<file path="config.mk">
export PLATFORM = sky130hd
export DESIGN_NAME = smbid_bank
export DESIGN_NICKNAME = d
export VERILOG_FILES = /design/src/smbid_pkg.sv /design/src/smbid_reg_if.sv /design/src/smbid_bank.sv /design/src/smbid_regs.sv
export SDC_FILE = /design/constraint.sdc
export NUM_CORES = 1
export LEC_CHECK = 0
export BUFFER_PORTS_ARGS = -buffer_cell sky130_fd_sc_hd__buf_2
export CAP_MARGIN = 20
export CORE_UTILIZATION = 45
export CTS_BUF_LIST = sky130_fd_sc_hd__clkbuf_4 sky130_fd_sc_hd__clkbuf_8 sky130_fd_sc_hd__clkbuf_16
export CTS_CLUSTER_SIZE = 14
export DETAILED_ROUTE_END_ITERATION = 10
export HOLD_SLACK_MARGIN = 0.06
export PLACE_DENSITY_LB_ADDON = 0.08
export SYNTH_ARGS = -nofsm -noshare
export SYNTH_HDL_FRONTEND = slang
export SYNTH_HIERARCHICAL = 1
export SYNTH_SLANG_ARGS = --single-unit
</file>
<file path="constraint.sdc">
create_clock -name core_clk_i -period 2.05 [get_ports core_clk_i]
set_input_delay 0.1025 -clock core_clk_i [delete_from_list [all_inputs] [get_ports core_clk_i]]
set_output_delay 0.1025 -clock core_clk_i [all_outputs]
set_load 0.05 [all_outputs]
</file>
<file path="src/smbid_pkg.sv">
package smbid_pkg;
  // ==================================================
  // Byte indices of this tail of the bank
  localparam logic [7:0] SMBID_IDX_DEVICE_IDENTIFICATION = 8'h06;
  localparam logic [7:0] SMBID_IDX_COUNT = 8'h07;
  localparam logic [7:0] SMBID_IDX_RSVD = 8'h08;
  // ==================================================
  // Field layout and reset values
  localparam int SMBID_CNT_W = 5;
  localparam int SMBID_LEFT_W = 6;
  localparam logic [4:0] SMBID_CNT_RESET = 5'h08;
  localparam logic [2:0] SMBID_CNT_RSVD_BITS = 3'h0;
  localparam logic [7:0] SMBID_RSVD_VALUE = 8'h00;
  // Arbitrary identification value, not tied to any real part
  localparam logic [7:0] SMBID_DEV_ID_DEFAULT = 8'h5A;
  localparam logic [5:0] SMBID_LEFT_ONE = 6'h01;
  localparam logic [7:0] SMBID_IDX_STEP = 8'h01;

  typedef enum logic {SMBID_IDLE, SMBID_DATA} smbid_state_t;
endpackage

</file>
<file path="src/smbid_reg_if.sv">
interface smbid_reg_if;
  import smbid_pkg::*;
  logic wr_en;
  logic [7:0] wr_idx;
  logic [7:0] wr_data;
  logic [7:0] rd_idx;
  logic [7:0] rd_data;
  logic [SMBID_CNT_W-1:0] count;

  modport regs (
    input wr_en, wr_idx, wr_data, rd_idx,
    output rd_data, count
  );
  modport ctrl (
    output wr_en, wr_idx, wr_data, rd_idx,
    input rd_data, count
  );
endinterface

</file>
<file path="src/smbid_bank.sv">
//Contract
// - Host-written five-bit count sets read length
// - Count resets to 8, nine bytes returned
// - Count bits 7 to 5 read zero
// - Interface works only while reference clock runs
// - Block read sends count byte before data
module smbid_bank
  import smbid_pkg::*;
#(
  parameter logic [7:0] DEV_ID = SMBID_DEV_ID_DEFAULT
) (
  input wire logic core_clk_i,
  input wire logic rst_n_i,
  input wire logic ref_clk_running_i,
  input wire logic wr_stb_i,
  input wire logic [7:0] wr_index_i,
  input wire logic [7:0] wr_data_i,
  input wire logic rd_start_i,
  input wire logic [7:0] rd_index_i,
  input wire logic rd_next_i,
  input wire logic rd_stop_i,
  input wire logic [7:0] ext_rd_data_i,
  output logic [7:0] ext_rd_index_o,
  output logic [7:0] rd_data_o,
  output logic rd_valid_o,
  output logic rd_last_o,
  output logic [SMBID_CNT_W-1:0] count_o
);
  typedef struct packed {
    smbid_state_t st;
    logic [7:0] ptr;
    logic [SMBID_LEFT_W-1:0] left;
    logic [7:0] rd_data;
    logic rd_valid;
    logic rd_last;
    logic [SMBID_CNT_W-1:0] count;
  } smbid_bank_st_t;

  smbid_bank_st_t s_r;
  smbid_bank_st_t s_nxt;
  smbid_reg_if rif ();
  logic own_idx;
  logic [7:0] byte_sel;
  logic take_start;
  logic take_next;

  smbid_regs #(
    .DEV_ID(DEV_ID)
  ) u_regs (
    .core_clk_i(core_clk_i),
    .rst_n_i(rst_n_i),
    .bus(rif)
  );

  // ==================================================
  // Register access
  // Per-byte writes; the upstream engine walks the block-write index
  assign rif.wr_en = wr_stb_i && ref_clk_running_i;
  assign rif.wr_idx = wr_index_i;
  assign rif.wr_data = wr_data_i;
  assign rif.rd_idx = s_r.ptr;

  // Bytes outside this tail come from the rest of the bank
  assign own_idx = s_r.ptr >= SMBID_IDX_DEVICE_IDENTIFICATION &&
                   s_r.ptr <= SMBID_IDX_RSVD;
  assign byte_sel = own_idx ? rif.rd_data : ext_rd_data_i;

  // ==================================================
  // Block-read sequencer
  always_comb begin
    s_nxt = s_r;
    s_nxt.rd_valid = 1'b0;
    s_nxt.rd_last = 1'b0;
    s_nxt.count = rif.count;
    case (s_r.st)
      SMBID_IDLE: begin
        if (ref_clk_running_i && rd_start_i) begin
          s_nxt.st = SMBID_DATA;
          s_nxt.ptr = rd_index_i;
          // Count X returns X+1 bytes, so a count of 8 gives 0..8
          s_nxt.left = {1'b0, rif.count} + SMBID_LEFT_ONE;
          s_nxt.rd_data = {SMBID_CNT_RSVD_BITS, rif.count};
          s_nxt.rd_valid = 1'b1;
        end
      end
      SMBID_DATA: begin
        if (!ref_clk_running_i || rd_stop_i) begin
          s_nxt.st = SMBID_IDLE;
        end else if (rd_next_i) begin
          s_nxt.rd_data = byte_sel;
          s_nxt.rd_valid = 1'b1;
          s_nxt.ptr = s_r.ptr + SMBID_IDX_STEP;
          s_nxt.left = s_r.left - SMBID_LEFT_ONE;
          if (s_r.left == SMBID_LEFT_ONE) begin
            s_nxt.rd_last = 1'b1;
            s_nxt.st = SMBID_IDLE;
          end
        end
      end
      default: begin
        s_nxt.st = SMBID_IDLE;
      end
    endcase
  end

  always_ff @(posedge core_clk_i) begin
    if (!rst_n_i) begin
      s_r.st <= SMBID_IDLE;
      s_r.ptr <= 8'h00;
      s_r.left <= 6'h00;
      s_r.rd_data <= 8'h00;
      s_r.rd_valid <= 1'b0;
      s_r.rd_last <= 1'b0;
      s_r.count <= SMBID_CNT_RESET;
    end else begin
      s_r <= s_nxt;
    end
  end

  assign ext_rd_index_o = s_r.ptr;
  assign rd_data_o = s_r.rd_data;
  assign rd_valid_o = s_r.rd_valid;
  assign rd_last_o = s_r.rd_last;
  assign count_o = s_r.count;

  // ==================================================
  // Check helpers
  // Qualified strobes, as the sequencer acts on them
  assign take_start = s_r.st == SMBID_IDLE && ref_clk_running_i &&
                      rd_start_i;
  assign take_next = s_r.st == SMBID_DATA && ref_clk_running_i &&
                     !rd_stop_i && rd_next_i;

  // ==================================================
  // Checks
  a_stopped_clk_idle: assert property (
    @(posedge core_clk_i) disable iff (!rst_n_i)
    !ref_clk_running_i |=> s_r.st == SMBID_IDLE && !rd_last_o)
    else $error("sequencer active with reference clock stopped");
  a_count_byte_first: assert property (
    @(posedge core_clk_i) disable iff (!rst_n_i)
    s_r.st == SMBID_IDLE && ref_clk_running_i && rd_start_i
    |=> rd_valid_o && rd_data_o == {SMBID_CNT_RSVD_BITS, $past(rif.count)})
    else $error("count byte not sent first");
  a_default_nine: assert property (
    @(posedge core_clk_i) disable iff (!rst_n_i)
    s_r.st == SMBID_IDLE && ref_clk_running_i && rd_start_i &&
    rif.count == SMBID_CNT_RESET |=> s_r.left == 6'h09)
    else $error("default read length not nine");
  a_last_ends_read: assert property (
    @(posedge core_clk_i) disable iff (!rst_n_i)
    rd_last_o |-> rd_valid_o && s_r.st == SMBID_IDLE && s_r.left == 6'h00)
    else $error("last byte flagged early");

  // ==================================================
  // Sequencer stepping and count output lag
  a_start_loads_ptr: assert property (
    @(posedge core_clk_i) disable iff (!rst_n_i)
    take_start |=> ext_rd_index_o == $past(rd_index_i))
    else $error("read start index not loaded");

  a_next_steps_ptr: assert property (
    @(posedge core_clk_i) disable iff (!rst_n_i)
    take_next |=> ext_rd_index_o == $past(ext_rd_index_o) + SMBID_IDX_STEP)
    else $error("read index did not step");

  a_left_counts_down: assert property (
    @(posedge core_clk_i) disable iff (!rst_n_i)
    take_next |=> s_r.left == $past(s_r.left) - SMBID_LEFT_ONE)
    else $error("remaining byte count did not step");

  a_last_at_end: assert property (
    @(posedge core_clk_i) disable iff (!rst_n_i)
    take_next && s_r.left == SMBID_LEFT_ONE |=> rd_last_o)
    else $error("final byte not flagged");

  a_no_early_last: assert property (
    @(posedge core_clk_i) disable iff (!rst_n_i)
    take_next && s_r.left != SMBID_LEFT_ONE
    |=> !rd_last_o && s_r.st == SMBID_DATA)
    else $error("read ended before its count");

  a_count_out_lag: assert property (
    @(posedge core_clk_i) disable iff (!rst_n_i)
    $past(rst_n_i) |-> count_o == $past(rif.count))
    else $error("count output does not follow register");

  // ==================================================
  // Byte routing
  a_id_byte_out: assert property (
    @(posedge core_clk_i) disable iff (!rst_n_i)
    take_next && s_r.ptr == SMBID_IDX_DEVICE_IDENTIFICATION |=> rd_data_o == DEV_ID)
    else $error("id byte not sent");

  a_count_byte_out: assert property (
    @(posedge core_clk_i) disable iff (!rst_n_i)
    take_next && s_r.ptr == SMBID_IDX_COUNT
    |=> rd_data_o == {SMBID_CNT_RSVD_BITS, $past(rif.count)})
    else $error("count byte read back wrong");

  a_rsvd_byte_out: assert property (
    @(posedge core_clk_i) disable iff (!rst_n_i)
    take_next && s_r.ptr == SMBID_IDX_RSVD |=> rd_data_o == SMBID_RSVD_VALUE)
    else $error("reserved byte sent nonzero");

  a_ext_byte_out: assert property (
    @(posedge core_clk_i) disable iff (!rst_n_i)
    take_next && !own_idx |=> rd_data_o == $past(ext_rd_data_i))
    else $error("outside byte not passed through");

  // ==================================================
  // Refusals and aborts
  a_valid_has_cause: assert property (
    @(posedge core_clk_i) disable iff (!rst_n_i)
    rd_valid_o |-> $past(ref_clk_running_i) &&
    ($past(rd_start_i) || $past(rd_next_i)))
    else $error("byte sent with no request");

  a_idle_no_byte: assert property (
    @(posedge core_clk_i) disable iff (!rst_n_i)
    s_r.st == SMBID_IDLE && !take_start |=> !rd_valid_o)
    else $error("byte sent without a read");

  a_busy_start_ignored: assert property (
    @(posedge core_clk_i) disable iff (!rst_n_i)
    s_r.st == SMBID_DATA && rd_start_i && !rd_next_i
    |=> !rd_valid_o)
    else $error("start accepted during a read");

  a_stop_ends_read: assert property (
    @(posedge core_clk_i) disable iff (!rst_n_i)
    s_r.st == SMBID_DATA && rd_stop_i
    |=> s_r.st == SMBID_IDLE && !rd_valid_o)
    else $error("stop did not end the read");

  a_stopped_no_write: assert property (
    @(posedge core_clk_i) disable iff (!rst_n_i)
    !ref_clk_running_i |-> !rif.wr_en)
    else $error("write taken with reference clock stopped");

  a_stopped_no_start: assert property (
    @(posedge core_clk_i) disable iff (!rst_n_i)
    s_r.st == SMBID_IDLE && !ref_clk_running_i |=> !rd_valid_o)
    else $error("read started with reference clock stopped");
endmodule

</file>
<file path="src/smbid_regs.sv">
module smbid_regs
  import smbid_pkg::*;
#(
  parameter logic [7:0] DEV_ID = SMBID_DEV_ID_DEFAULT
) (
  input wire logic core_clk_i,
  input wire logic rst_n_i,
  smbid_reg_if.regs bus
);
  typedef struct packed {
    logic [SMBID_CNT_W-1:0] count;
  } smbid_regs_st_t;

  smbid_regs_st_t st_r;
  smbid_regs_st_t st_nxt;

  always_comb begin
    st_nxt = st_r;
    // ID and reserved byte: acknowledged upstream, value dropped
    if (bus.wr_en && bus.wr_idx == SMBID_IDX_COUNT) begin
      st_nxt.count = bus.wr_data[SMBID_CNT_W-1:0];
    end
  end

  always_ff @(posedge core_clk_i) begin
    if (!rst_n_i) begin
      st_r.count <= SMBID_CNT_RESET;
    end else begin
      st_r <= st_nxt;
    end
  end

  always_comb begin
    case (bus.rd_idx)
      SMBID_IDX_DEVICE_IDENTIFICATION: bus.rd_data = DEV_ID;
      SMBID_IDX_COUNT: bus.rd_data = {SMBID_CNT_RSVD_BITS, st_r.count};
      SMBID_IDX_RSVD: bus.rd_data = SMBID_RSVD_VALUE;
      default: bus.rd_data = SMBID_RSVD_VALUE;
    endcase
  end

  assign bus.count = st_r.count;

  // ==================================================
  // Checks
  a_id_fixed_value: assert property (
    @(posedge core_clk_i) disable iff (!rst_n_i)
    bus.rd_idx == SMBID_IDX_DEVICE_IDENTIFICATION |-> bus.rd_data == DEV_ID)
    else $error("device_identification byte changed");
  a_count_write_takes: assert property (
    @(posedge core_clk_i) disable iff (!rst_n_i)
    bus.wr_en && bus.wr_idx == SMBID_IDX_COUNT
    |=> bus.count == $past(bus.wr_data[SMBID_CNT_W-1:0]))
    else $error("count write not stored");
  a_count_other_hold: assert property (
    @(posedge core_clk_i) disable iff (!rst_n_i)
    !(bus.wr_en && bus.wr_idx == SMBID_IDX_COUNT) |=> $stable(bus.count))
    else $error("count changed without a write");
  a_count_reset_val: assert property (
    @(posedge core_clk_i)
    !rst_n_i |=> bus.count == SMBID_CNT_RESET)
    else $error("count reset value wrong");
  a_count_top_zero: assert property (
    @(posedge core_clk_i) disable iff (!rst_n_i)
    bus.rd_idx == SMBID_IDX_COUNT |-> bus.rd_data[7:5] == SMBID_CNT_RSVD_BITS)
    else $error("count reserved bits not zero");
  a_rsvd_reads_zero: assert property (
    @(posedge core_clk_i) disable iff (!rst_n_i)
    bus.rd_idx == SMBID_IDX_RSVD |-> bus.rd_data == SMBID_RSVD_VALUE)
    else $error("reserved byte not zero");
endmodule

</file>
Word-level counts from Yosys, hierarchy flattened
Index checks and enable logic that the tools add are counted.
- register bits: 35
- input bits: 39
- output and inout port bits: 23
- add/sub/neg operators: 3
- order comparisons: 2
- equality and inequality tests: 7
- multiplexer cells: 9
- bitwise logic cells: 3
- reductions and logical operators: 8
- operators with widths (operator ; count):
    24-bit 2-to-1 mux ; 2
    24-bit one-hot mux with 2 select lines ; 1
    25-bit 2-to-1 mux ; 1
    8-bit by 3-bit equality test with 1-bit output, second input constant ; 3
    7-bit one-hot mux with 2 select lines ; 1
    8-bit by 1-bit adder with 8-bit output, second input constant ; 1
    8-bit by 3-bit greater-or-equal comparator with 1-bit output, second input constant ; 1
    8-bit by 4-bit less-or-equal comparator with 1-bit output, second input constant ; 1
    8-bit 2-to-1 mux ; 1
    5-bit by 1-bit adder with 6-bit output, second input constant ; 1
    6-bit by 1-bit equality test with 1-bit output, second input constant ; 1
    2-bit inequality test, second input constant ; 3
    6-bit by 1-bit subtractor with 6-bit output, second input constant ; 1
    1-bit logical AND ; 4
    4-bit OR reduction ; 1
    1-bit 2-to-1 mux ; 3
    1-bit NOT ; 3
    3-bit AND reduction ; 1
    1-bit logical NOT ; 1
    1-bit logical OR ; 1

Logic depth before layout (Yosys ltp)
Gate-level depths: netlist (run 1).
- depth in word-level cells: 6
- depth in mapped cells: 7
- mapped depth without buffers: 6

By module
The synthesis (run 1) kept the hierarchy.
- modules (own cells, without submodules) (module ; times used ; cells an instance ; area an instance (um^2) ; seq. area each (um^2)):
    smbid_bank ; 1 ; 207 ; 1726.7 ; 600.6
    smbid_regs ; 1 ; 40 ; 331.6 ; 100.1

Worst setup path before layout (run 1)
OpenSTA, ideal clock, no wires.
- path type: reg-to-reg
- start point: reg s_r (netlist bit ext_rd_index_o[0])
- end point: reg s_r (netlist bit rd_data_o[0])
- arrival: 1.470 ns
- data required time: 1.912 ns
- slack: 0.443 ns
- cell stages (with the launch flop): 6
- buffers on the path: 1
- period minus slack after synthesis: 1.607 ns
- cell sequence: dfxtp_1 > or4b_1 > o31ai_2 > and2_1 > buf_6 > o221ai_1
- cells in the longest elaborated chain, start to end: 6
- elaborated cells between the ends (all ways): 10
- classes of those cells: order compare (2); eq/ne (2); mux (5); reduce/logical (1)
- RTL lines (element ; line ; text):
    start, declared ; smbid_bank.sv:39 ; smbid_bank_st_t s_r;
    start signal, assigned ; smbid_bank.sv:116 ; s_r <= s_nxt;
    8-bit by 3-bit greater-or-equal comparator with 1-bit output, or another cell as far along ; smbid_bank.sv:64 ; assign own_idx = s_r.ptr >= SMBID_IDX_DEVICE_IDENTIFICATION &&
    1-bit logical AND or 7-bit one-hot mux with 2 select lines (tied branches) ; smbid_bank.sv:64, smbid_regs.sv:34 ;
    8-bit 2-to-1 mux (*) ; smbid_bank.sv:66 ; assign byte_sel = own_idx ? rif.rd_data : ext_rd_data_i;
    25-bit 2-to-1 mux (*) ; smbid_bank.sv:89 ; end else if (rd_next_i) begin
    24-bit 2-to-1 mux (*) ; smbid_bank.sv:87 ; if (!ref_clk_running_i || rd_stop_i) begin
    24-bit one-hot mux with 2 select lines (*) ; smbid_bank.sv:75 ; case (s_r.st)
Every way passes the cells marked *; elsewhere a longest branch is shown, timed or not. The select of a mux whose other input is x is not followed.
A chain may end at the register's enable or synchronous reset.

Worst setup path after layout (run 1)
- start point: reg s_r (netlist bit ext_rd_index_o[3])
- end point: reg s_r (netlist bit rd_data_o[7])
- cells in the longest elaborated chain, start to end: 6
- elaborated cells between the ends (all ways): 7
- classes of those cells: order compare (2); mux (4); reduce/logical (1)
- RTL lines (element ; line):
    8-bit by 3-bit greater-or-equal comparator with 1-bit output or 8-bit by 4-bit less-or-equal comparator with 1-bit output (tied branches) ; smbid_bank.sv:64, smbid_bank.sv:65
    1-bit logical AND (*) ; smbid_bank.sv:64
    8-bit 2-to-1 mux (*) ; smbid_bank.sv:66
    25-bit 2-to-1 mux (*) ; smbid_bank.sv:89
    24-bit 2-to-1 mux (*) ; smbid_bank.sv:87
    24-bit one-hot mux with 2 select lines (*) ; smbid_bank.sv:75
Marked as above.

==> results.cfg, run 1 <==
[global_route]
grt_usage = 0.201
grt_max_degree = 34
grt_pass1_vias = 1645
antenna_found_initial = 0
grt-ovfl-total = 0
grt_pass1_wl_mm = 7.80

[cts]
cts_tree = yes
clock_latency_ns = 0.29
htreeDepth = 2
cts.sinks = 35
clockRootBuffer = clkbuf_8
path_clk_slew_ns = 0.07
cts_resized = 0
clockBufferDepth = 2
cts_made_buffers = 5

[worst_setup_path]
worstSetupPathType = register to register
crit_path_end_kind = register
cp_max_fo = 9
critPathRequiredTime_ns = 2.21
crit_arrival_ns = 1.83
crit_path_start_kind = register

[routing]
vias = 1845
drt_pass1_iterations = 4
routed_wl_mm = 4.61
ant_nets = 0
wl_per_cell_um = 13.4
initialDrtViolationCount = 94
viasPerCell = 5.38
drc = 0

[logic_synthesis]
synthSimpleGateAreaFrac = 0.285
synthMuxAreaShare = 0.0243
syn_area_um2 = 2060
synth_warnings = 6
synth-main-ff-cell = dfxtp_1
async_reset_ff_frac = 0
yosys.cell_types.count = 46
synth_compound_area_frac = 0.162
synth-seq-cells = 35
synth-seq-area-share = 0.340
synthCells = 247
synth_top_family_by_area = simple AND/OR/NAND/NOR gates
synth-xor-area-share = 0.0213
avgSynthCellArea_um2 = 8.33
synth_fa_ha_area_frac = 0.0304
synth_edf_count = 0

[worst_hold_path]
hp-class = input pin to register

[floorplanning]
core-area_um2 = 4380
die_area_um2 = 4850
num_rows = 24
initial_utilization = 0.469
io_pins = 62
fp.dieH_um = 69.6
die_x_um = 69.6

[finish]
areaGrowthSynthToFinish_pct = 16.8
post-route-util = 0.548
layout-drive-gt1-share = 0.275
nNetsFinal = 334
fill_cells = 440
antenna_cells = 0

[placement]
place_ws_ns = 0.405
hpwl_mm = 3.11
port_buffers = 58
globalplace.congestion = 0.714

[power_and_ir_drop]
switching_power_w = 0.000412
p_comb_frac = 0.138
p_leak_nw = 1.04
pwr-share-clk = 0.400
power_density_nw_per_um2 = 648
vdd_drop_max_v = 0.000458
sw_frac_of_total = 0.265
seq_power_share = 0.462
p_int_w = 0.00114

[sta]
setup_viol = 0
max_freq_mhz = 598
drv_slew = 0
finalCriticalPeriod_ns = 1.67
finalSetupTns_ns = 0
rsz0062_at_grt = false
setup_slack_ns = 0.379
finalHoldViolCount = 0
whs_ns = 0.0765
worst_pin_slew_ns = 0.546
slew_headroom = 0.635
skew_ns = 0.00809
fin_crit_sh = 0.815

[run]
maxCapViolCount = 0

[outcome]
run_status = completed
cell type report:
type	count	area (um2)	area share
multi-input combinational	167	1080	0.451
sequential	35	701	0.292
timing repair buffer	72	408	0.170
clock buffer	5	68.8	0.0286
tap	52	65.1	0.0271
clock inverter	3	43.8	0.0182
inverter	9	33.8	0.0141
registers in the layout, summed over array words and instances, names as in the netlist:
| register | count |
|---|---|
| rd_last_o | 1 |
| rd_valid_o | 1 |
| s_r | 7 |
| rd_data_o | 8 |
| count_o | 5 |
| u_regs/bus.count | 5 |
| ext_rd_index_o | 8 |
cell usage after synthesis, types with 6 or more instances:
cell / n / area share
nand3_1: 21 / 0.051
a22oi_1: 6 / 0.022
buf_4: 23 / 0.084
a21oi_1: 16 / 0.039
nor2_1: 19 / 0.035
o21ai_0: 6 / 0.015
nand2_1: 16 / 0.029
dfxtp_1: 35 / 0.34
inv_1: 9 / 0.016
and2_1: 8 / 0.024
and3_1: 6 / 0.018
clkbuf_1: 8 / 0.015
power groups by stage:
stage | Combinational [W] | Sequential, W | Clock (W)
after floorplan | 0.000147 | 0.000733 | 0
final | 0.000214 | 0.000719 | 0.000623
after detailed placement | 0.000206 | 0.000735 | 0
after CTS | 0.000214 | 0.000719 | 0.000637
after global placement | 0.000204 | 0.000735 | 0
after global routing | 0.000234 | 0.000723 | 0.000670
layer usage:
metal | GRT usage | routed length, um | share of wire
met3 | 0.0538 | 226 | 0.049
met4 | 0.0667 | 29 | 0.0063
met5 | 0 | 0 | 0
met2 | 0.303 | 1940 | 0.42
met1 | 0.278 | 2410 | 0.52
cells by family (layout without fill, tap and decap cells):
kind of cell	count (synthesis)	after routing
XOR/XNOR	5	5
AND/OR/NAND/NOR	101	101
flip-flops	35	35
other	1	2
AO/OA/AOI/OAI	49	49
buffers and inverters	46	89
adder cells (fa/ha/maj)	5	5
multiplexers	5	5
critical path, cell delays in order, from the launching register on:
cell and delay, ns:
dfxtp_1 0.48, or4b_1 0.48, o31ai_2 0.09, and2_1 0.34, o211ai_1 0.15
stage by stage:
step	power (W)	area (um2)	std cells
finish	0.00156	2400	343
floorplan	0.000880	2060	248
CTS	0.00157	2400	343
global placement	0.000939	2240	330
detailed placement	0.000941	2240	330
global route	0.00163	2400	343
worst paths after layout:
| path | from | endpoint | slack (ns) | cells past startpoint |
|---|---|---|---|---|
| setup reg to reg | ext_rd_index_o[3]$_SDFFE_PN0P_ | rd_data_o[7]$_SDFFE_PN0P_ | 0.38 | 4 |
| hold / removal | wr_data_i[4] | u_regs/bus.count[4]$_SDFFE_PN0P_ | 0.08 | 3 |
| setup / recovery | ext_rd_index_o[3]$_SDFFE_PN0P_ | rd_data_o[7]$_SDFFE_PN0P_ | 0.38 | 4 |
| hold reg to reg | s_r[19]$_SDFFE_PN0P_ | s_r[19]$_SDFFE_PN0P_ | 0.48 | 2 |
layout by cell type, fill, tap and decap left out, drive strengths merged, types with 6 or more instances in the layout:
| cell type | Yosys | routed |
|---|---|---|
| dfxtp | 35 | 35 |
| a21oi | 16 | 16 |
| a22oi | 6 | 6 |
| nand3 | 21 | 21 |
| inv | 9 | 9 |
| nor2 | 19 | 19 |
| and3 | 7 | 7 |
| o21ai | 6 | 6 |
| nand2 | 16 | 16 |
| and2 | 8 | 8 |
| buf | 28 | 67 |
what timing repair did:
action,CTS,global route
setup buffers,0,0
hold endpoints to repair,5,0
hold buffers,5,0
No activity file was read; power rests on OpenSTA's default activity.
==> inputs of run 2 (changes only) <==
- clock period: 2.05 -> 1.5 ns (I/O delays scaled with it)
==> run 2 against run 1 <==
Effect of this change:
- maximum frequency increased by 14%
- clock skew is 0.0021 ns lower
- hold slack lost 0.022 ns
- non-clock buffer count increased by 23
- utilization grew 5.8 points
- die area is the same
- wire length increased by 7.7%
- critical path type unchanged
- largest cell class unchanged
- highest routed layer unchanged
==> results.cfg, run 2 (same netlist as run 1, synthesis figures left out) <==
[finish]
antenna_cells = 0
layout-drive-gt1-share = 0.338
layout_common_cells = buf_2 (58), dfxtp_1 (31), buf_4 (23)
areaGrowthSynthToFinish_pct = 29.1
fill_cells = 410
nNetsFinal = 357
final_common_cell = buf_2

[floorplanning]
core-area_um2 = 4380
die_x_um = 69.6
fp.dieH_um = 69.6
die_area_um2 = 4850
initial_utilization = 0.469
num_rows = 24
io_pins = 62

[power_and_ir_drop]
seq_power_share = 0.454
p_comb_frac = 0.162
power_density_nw_per_um2 = 809
sw_frac_of_total = 0.267
vdd_drop_max_v = 0.000679
pwr-share-clk = 0.384
switching_power_w = 0.000574
p_leak_nw = 1.16
total_power_w = 0.00215
p_int_w = 0.00158

[global_route]
grt-ovfl-total = 0
grt_pass1_wl_mm = 8.57
grt_busiest_layer = met2
grtUsageMet3 = 0.0436
grtUsageMet1 = 0.286
grt_pass1_vias = 1830
grt_usage = 0.219
antenna_found_initial = 0
grt_max_degree = 23
use_met2 = 0.353

[sta]
rsz0062_at_grt = true
drv_slew = 0
max_freq_mhz = 683
finalHoldViolCount = 0
fin_crit_sh = 0.977
skew_ns = 0.00603
finalCriticalPeriod_ns = 1.46
setup_viol = 0
finalSetupTns_ns = 0

[cts]
cts.sinks = 35
cts_made_buffers = 5
clock_latency_ns = 0.30
cts_tree = yes
htreeDepth = 2
path_clk_slew_ns = 0.07
clockBufferDepth = 2
clockRootBuffer = clkbuf_8
cts_setup_buffers = 0

[routing]
initialDrtViolationCount = 141
drt_pass1_iterations = 4
ant_nets = 0
routed_wl_mm = 4.96
wl_per_cell_um = 13.6
viasPerCell = 5.34
vias = 1953
drc = 0

[worst_hold_path]
hold_path_end = ext_rd_index_o[6]$_SDFFE_PN0P_
hp-class = input pin to register
worst_hold_startpoint = rd_index_i[6]
min_delay_path_depth = 3

[worst_setup_path]
worst-path-stages = 5
crit_path_start_kind = register
max_stage_delay_ns = 0.55
worstSetupPathType = register to register
critPathRequiredTime_ns = 1.67
crit_path_end_kind = register
r2r_setup_slack_ns = 0.04
crit_arrival_ns = 1.63
r2r-start = ext_rd_index_o[2]$_SDFFE_PN0P_
slowest_stage = or4b_4
path_buf_inv = 1
path_delay_family = simple AND/OR/NAND/NOR gates
cp_max_fo = 8
timing.rr.end = rd_data_o[2]$_SDFFE_PN0P_
crit_chain = or4b_4 > o31ai_4 > and2_4 > buf_6 > o221ai_1
r2r_cells = 5

[placement]
hpwl_mm = 3.51
globalplace.congestion = 0.783
port_buffers = 58

[run]
maxCapViolCount = 0

[outcome]
run_status = completed
==> run 2: how the worst max path moves through the flow <==
| stage | to | start |
|---|---|---|
| detailed placement | rd_data_o[4]$_SDFFE_PN0P_ | ext_rd_index_o[3]$_SDFFE_PN0P_ |
| global placement | rd_data_o[2]$_SDFFE_PN0P_ | ext_rd_index_o[3]$_SDFFE_PN0P_ |
| global route | rd_data_o[0]$_SDFFE_PN0P_ | ext_rd_index_o[2]$_SDFFE_PN0P_ |
| CTS | rd_data_o[4]$_SDFFE_PN0P_ | ext_rd_index_o[3]$_SDFFE_PN0P_ |
| finish | rd_data_o[2]$_SDFFE_PN0P_ | ext_rd_index_o[2]$_SDFFE_PN0P_ |
| floorplan | rd_data_o[0]$_SDFFE_PN0P_ | ext_rd_index_o[2]$_SDFFE_PN0P_ |
==> run 2: metal layers <==
layer  vias up  wire (um)
met5         -          0
met4         0         77
met3         7        262
met2        50       2300
met1       895       2330
li1       1001          -
==> run 2: per-stage QoR <==
step / setup slack, ns / util / instances / cell area (um2) / hold WS [ns]
6_report: 0.0351 / 0.606 / 366 / 2660 / 0.0549
5_1_grt: -0.00934 / 0.606 / 366 / 2660 / 0.0867
4_1_cts: 0.0174 / 0.597 / 366 / 2620 / 0.0637
3_5_place_dp: 0.0198 / 0.541 / 345 / 2370 / 0.323
3_3_place_gp: 0.0396 / 0.541 / 345 / 2370 / 0.317
2_1_floorplan: 0.00577 / - / 248 / 2080 / 0.217
==> run 2: what timing repair did <==
item,CTS,global route
gates resized for setup,0,10
endpoints found under the setup margin,0,9
hold buffers,13,0
endpoints found under the hold margin,13,0
==> run 2: power by group through the flow <==
stage,clock [W],sequential [W],combinational (W)
final,0.000825,0.000976,0.000348
after global routing,0.000886,0.000979,0.000381
after CTS,0.000841,0.000975,0.000343
after detailed placement,0,0.000996,0.000316
after global placement,0,0.000996,0.000314
after floorplan,0,0.00100,0.000205
==> run 2: final cells by class <==
class / count / area (um2) / area share
clock buffers: 7 / 108 / 0.0405
clock inverters: 1 / 5.00 / 0.00188
inverters: 9 / 33.8 / 0.0127
multi-input cells: 167 / 1130 / 0.425
flip-flops and latches: 35 / 711 / 0.268
well taps: 52 / 65.1 / 0.0245
repair buffers: 95 / 604 / 0.228
==> run 2: worst min-delay path, delay by kind of cell <==
family | cells | cell delay (ns)
buf+inv | 1 | 0.08
compound gates | 2 | 0.16
==> inputs of run 3 (changes only) <==
--- a/config.mk
+++ b/config.mk
@@ -12,6 +12,5 @@
 export CTS_CLUSTER_SIZE = 14
 export DETAILED_ROUTE_END_ITERATION = 10
-export HOLD_SLACK_MARGIN = 0.06
-export PLACE_DENSITY_LB_ADDON = 0.08
+export PLACE_DENSITY = 0.74
 export SYNTH_ARGS = -nofsm -noshare
 export SYNTH_HDL_FRONTEND = slang
==> constraint.sdc (replaced) <==
create_clock -name core_clk_i -period 1.5 [get_ports core_clk_i]
set_input_delay 0.075 -clock core_clk_i [delete_from_list [all_inputs] [get_ports core_clk_i]]
set_output_delay 0.075 -clock core_clk_i [all_outputs]
set_load 0.01 [all_outputs]
==> run 3 against run 2 <==
Effect of this change:
- flip-flop and latch count unchanged
- first-iteration DRC count down 20%
- via count down 1.0%
- register-to-register slack better by 0.03 ns
- hold slack worse by 0.028 ns
- cell count down 4.1%
- global-route usage down 1.5 points
- total power down 9.5%
- non-clock buffer count down 15
- count of clock-buffer cells in the layout down 2
- setup slack better by 0.030 ns
- sequential power about the same
- critical path type unchanged
- critical endpoint is now rd_data_o[3]$_SDFFE_PN0P_
- largest cell class unchanged
==> results.cfg, run 3 (same netlist as run 1, synthesis figures left out) <==
[global_route]
grt_pass1_vias = 1736
antenna_found_initial = 0
grt-ovfl-total = 0
grt_pass1_wl_mm = 8.06
grt_usage = 0.204
grt_max_degree = 23

[cts]
cts_made_buffers = 5
clockBufferDepth = 2
clock_latency_ns = 0.29
clockRootBuffer = clkbuf_8
cts_tree = yes
postCtsHoldBufs = 0
htreeDepth = 2
path_clk_slew_ns = 0.08
cts.sinks = 35

[worst_setup_path]
crit_path_start_kind = register
critPathRequiredTime_ns = 1.65
endpoint = rd_data_o[3]$_SDFFE_PN0P_
cp_max_fo = 8
worstSetupPathType = register to register
crit_arrival_ns = 1.59
critPathLaunch = ext_rd_index_o[3]$_SDFFE_PN0P_
r2r_setup_slack_ns = 0.07
r2r_cells = 4
timing.rr.end = rd_data_o[3]$_SDFFE_PN0P_
crit_path_end_kind = register
r2r-start = ext_rd_index_o[3]$_SDFFE_PN0P_

[routing]
routed_wl_mm = 4.88
wl_per_cell_um = 13.9
viasPerCell = 5.51
drt_pass1_iterations = 4
vias = 1933
initialDrtViolationCount = 113
drc = 0
ant_nets = 0

[placement]
dp.cells = 343
port_buffers = 58
globalplace.congestion = 0.816
hpwl_mm = 3.39

[sta]
finalHoldViolCount = 0
rsz0062_at_grt = true
fin_crit_sh = 0.957
finalCriticalPeriod_ns = 1.43
max_freq_mhz = 697
drv_slew = 0
finalSetupTns_ns = 0
skew_ns = 0.00763
setup_viol = 0

[power_and_ir_drop]
vdd_drop_max_v = 0.000399
p_leak_nw = 1.08
power_density_nw_per_um2 = 777

[floorplanning]
fp.dieH_um = 69.6
io_pins = 62
die_area_um2 = 4850
initial_utilization = 0.469
num_rows = 24
die_x_um = 69.6
core-area_um2 = 4380

[finish]
layout-drive-gt1-share = 0.348
final_common_cell = buf_2
nNetsFinal = 342
areaGrowthSynthToFinish_pct = 21.7
layout_common_cells = buf_2 (58), dfxtp_1 (31), nand3_1 (20), buf_4 (20), nor2_1 (19)
antenna_cells = 0
final_cell_count_no_fill = 351

[run]
maxCapViolCount = 0

[outcome]
run_status = completed

[worst_hold_path]
hp-class = input pin to register
[run 3: cell types whose count changed in the layout (fill, tap and decap cells not counted), sizes merged]
cell         delta
clkbuf          -2
clkinvlp        +2
dlygate4sd3    -13
buf             -2
[run 3: area by class of cell]
| type | instances | area [um2] |
|---|---|---|
| Clock buffer | 5 | 68.8 |
| Clock inverter | 3 | 20.0 |
| Fill cell | 424 | 1880 |
| Inverter | 9 | 33.8 |
| Multi-Input combinational cell | 167 | 1130 |
| Sequential cell | 35 | 708 |
| Tap cell | 52 | 65.1 |
| Timing Repair Buffer | 80 | 480 |
[run 3: how the worst min path moves through the flow]
stage	endpoint	slack, ns	cells past startpoint	from
6_report	ext_rd_index_o[0]$_SDFFE_PN0P_	0.03	3	rd_index_i[0]
5_1_grt	u_regs/bus.count[1]$_SDFFE_PN0P_	0.04	3	wr_data_i[1]
4_1_cts	ext_rd_index_o[0]$_SDFFE_PN0P_	0.03	3	rd_index_i[0]
3_5_place_dp	ext_rd_index_o[0]$_SDFFE_PN0P_	0.33	3	rd_index_i[0]
3_3_place_gp	ext_rd_index_o[0]$_SDFFE_PN0P_	0.32	3	rd_index_i[0]
2_1_floorplan	u_regs/bus.count[1]$_SDFFE_PN0P_	0.22	2	wr_data_i[1]
[run 3: per-stage QoR]
| step | hold WS, ns | total power [W] | worst slack, ns | util | cell area [um2] |
|---|---|---|---|---|---|
| after floorplan | 0.217 | 0.00116 | 0.00577 | - | 2080 |
| after global placement | 0.322 | 0.00127 | -0.00878 | 0.544 | 2380 |
| after detailed placement | 0.328 | 0.00127 | -0.0419 | 0.544 | 2380 |
| after CTS | 0.0250 | 0.00195 | 0.0120 | 0.564 | 2470 |
| after global routing | 0.0357 | 0.00203 | -0.0103 | 0.571 | 2500 |
| final | 0.0271 | 0.00195 | 0.0652 | 0.571 | 2500 |
[run 3: critical path, stage by stage, from the launching register on]
cell      delay [ns]
dfxtp_2         0.38
or4b_4          0.49
o31ai_4         0.08
and2_4          0.23
o221ai_1        0.12
[run 3: layer usage]
layer | vias to the layer above | global-route usage | wire, um
met5 | - | 0 | 0
met4 | 0 | 0.0533 | 53
met3 | 8 | 0.0567 | 283
met2 | 60 | 0.335 | 2330
met1 | 890 | 0.263 | 2210
li1 | 975 | - | -
[run 3: repair_timing]
item                                    4_1_cts  5_1_grt
buffers inserted                              0        0
endpoints found under the setup margin        8        9
gates resized for setup                       1        8
pin swaps                                     0        1
[run 3: power breakdown]
part	switching [W]	internal [W]
Sequential	0.0000240	0.000951
Clock	0.000363	0.000323
Combinational	0.000148	0.000137
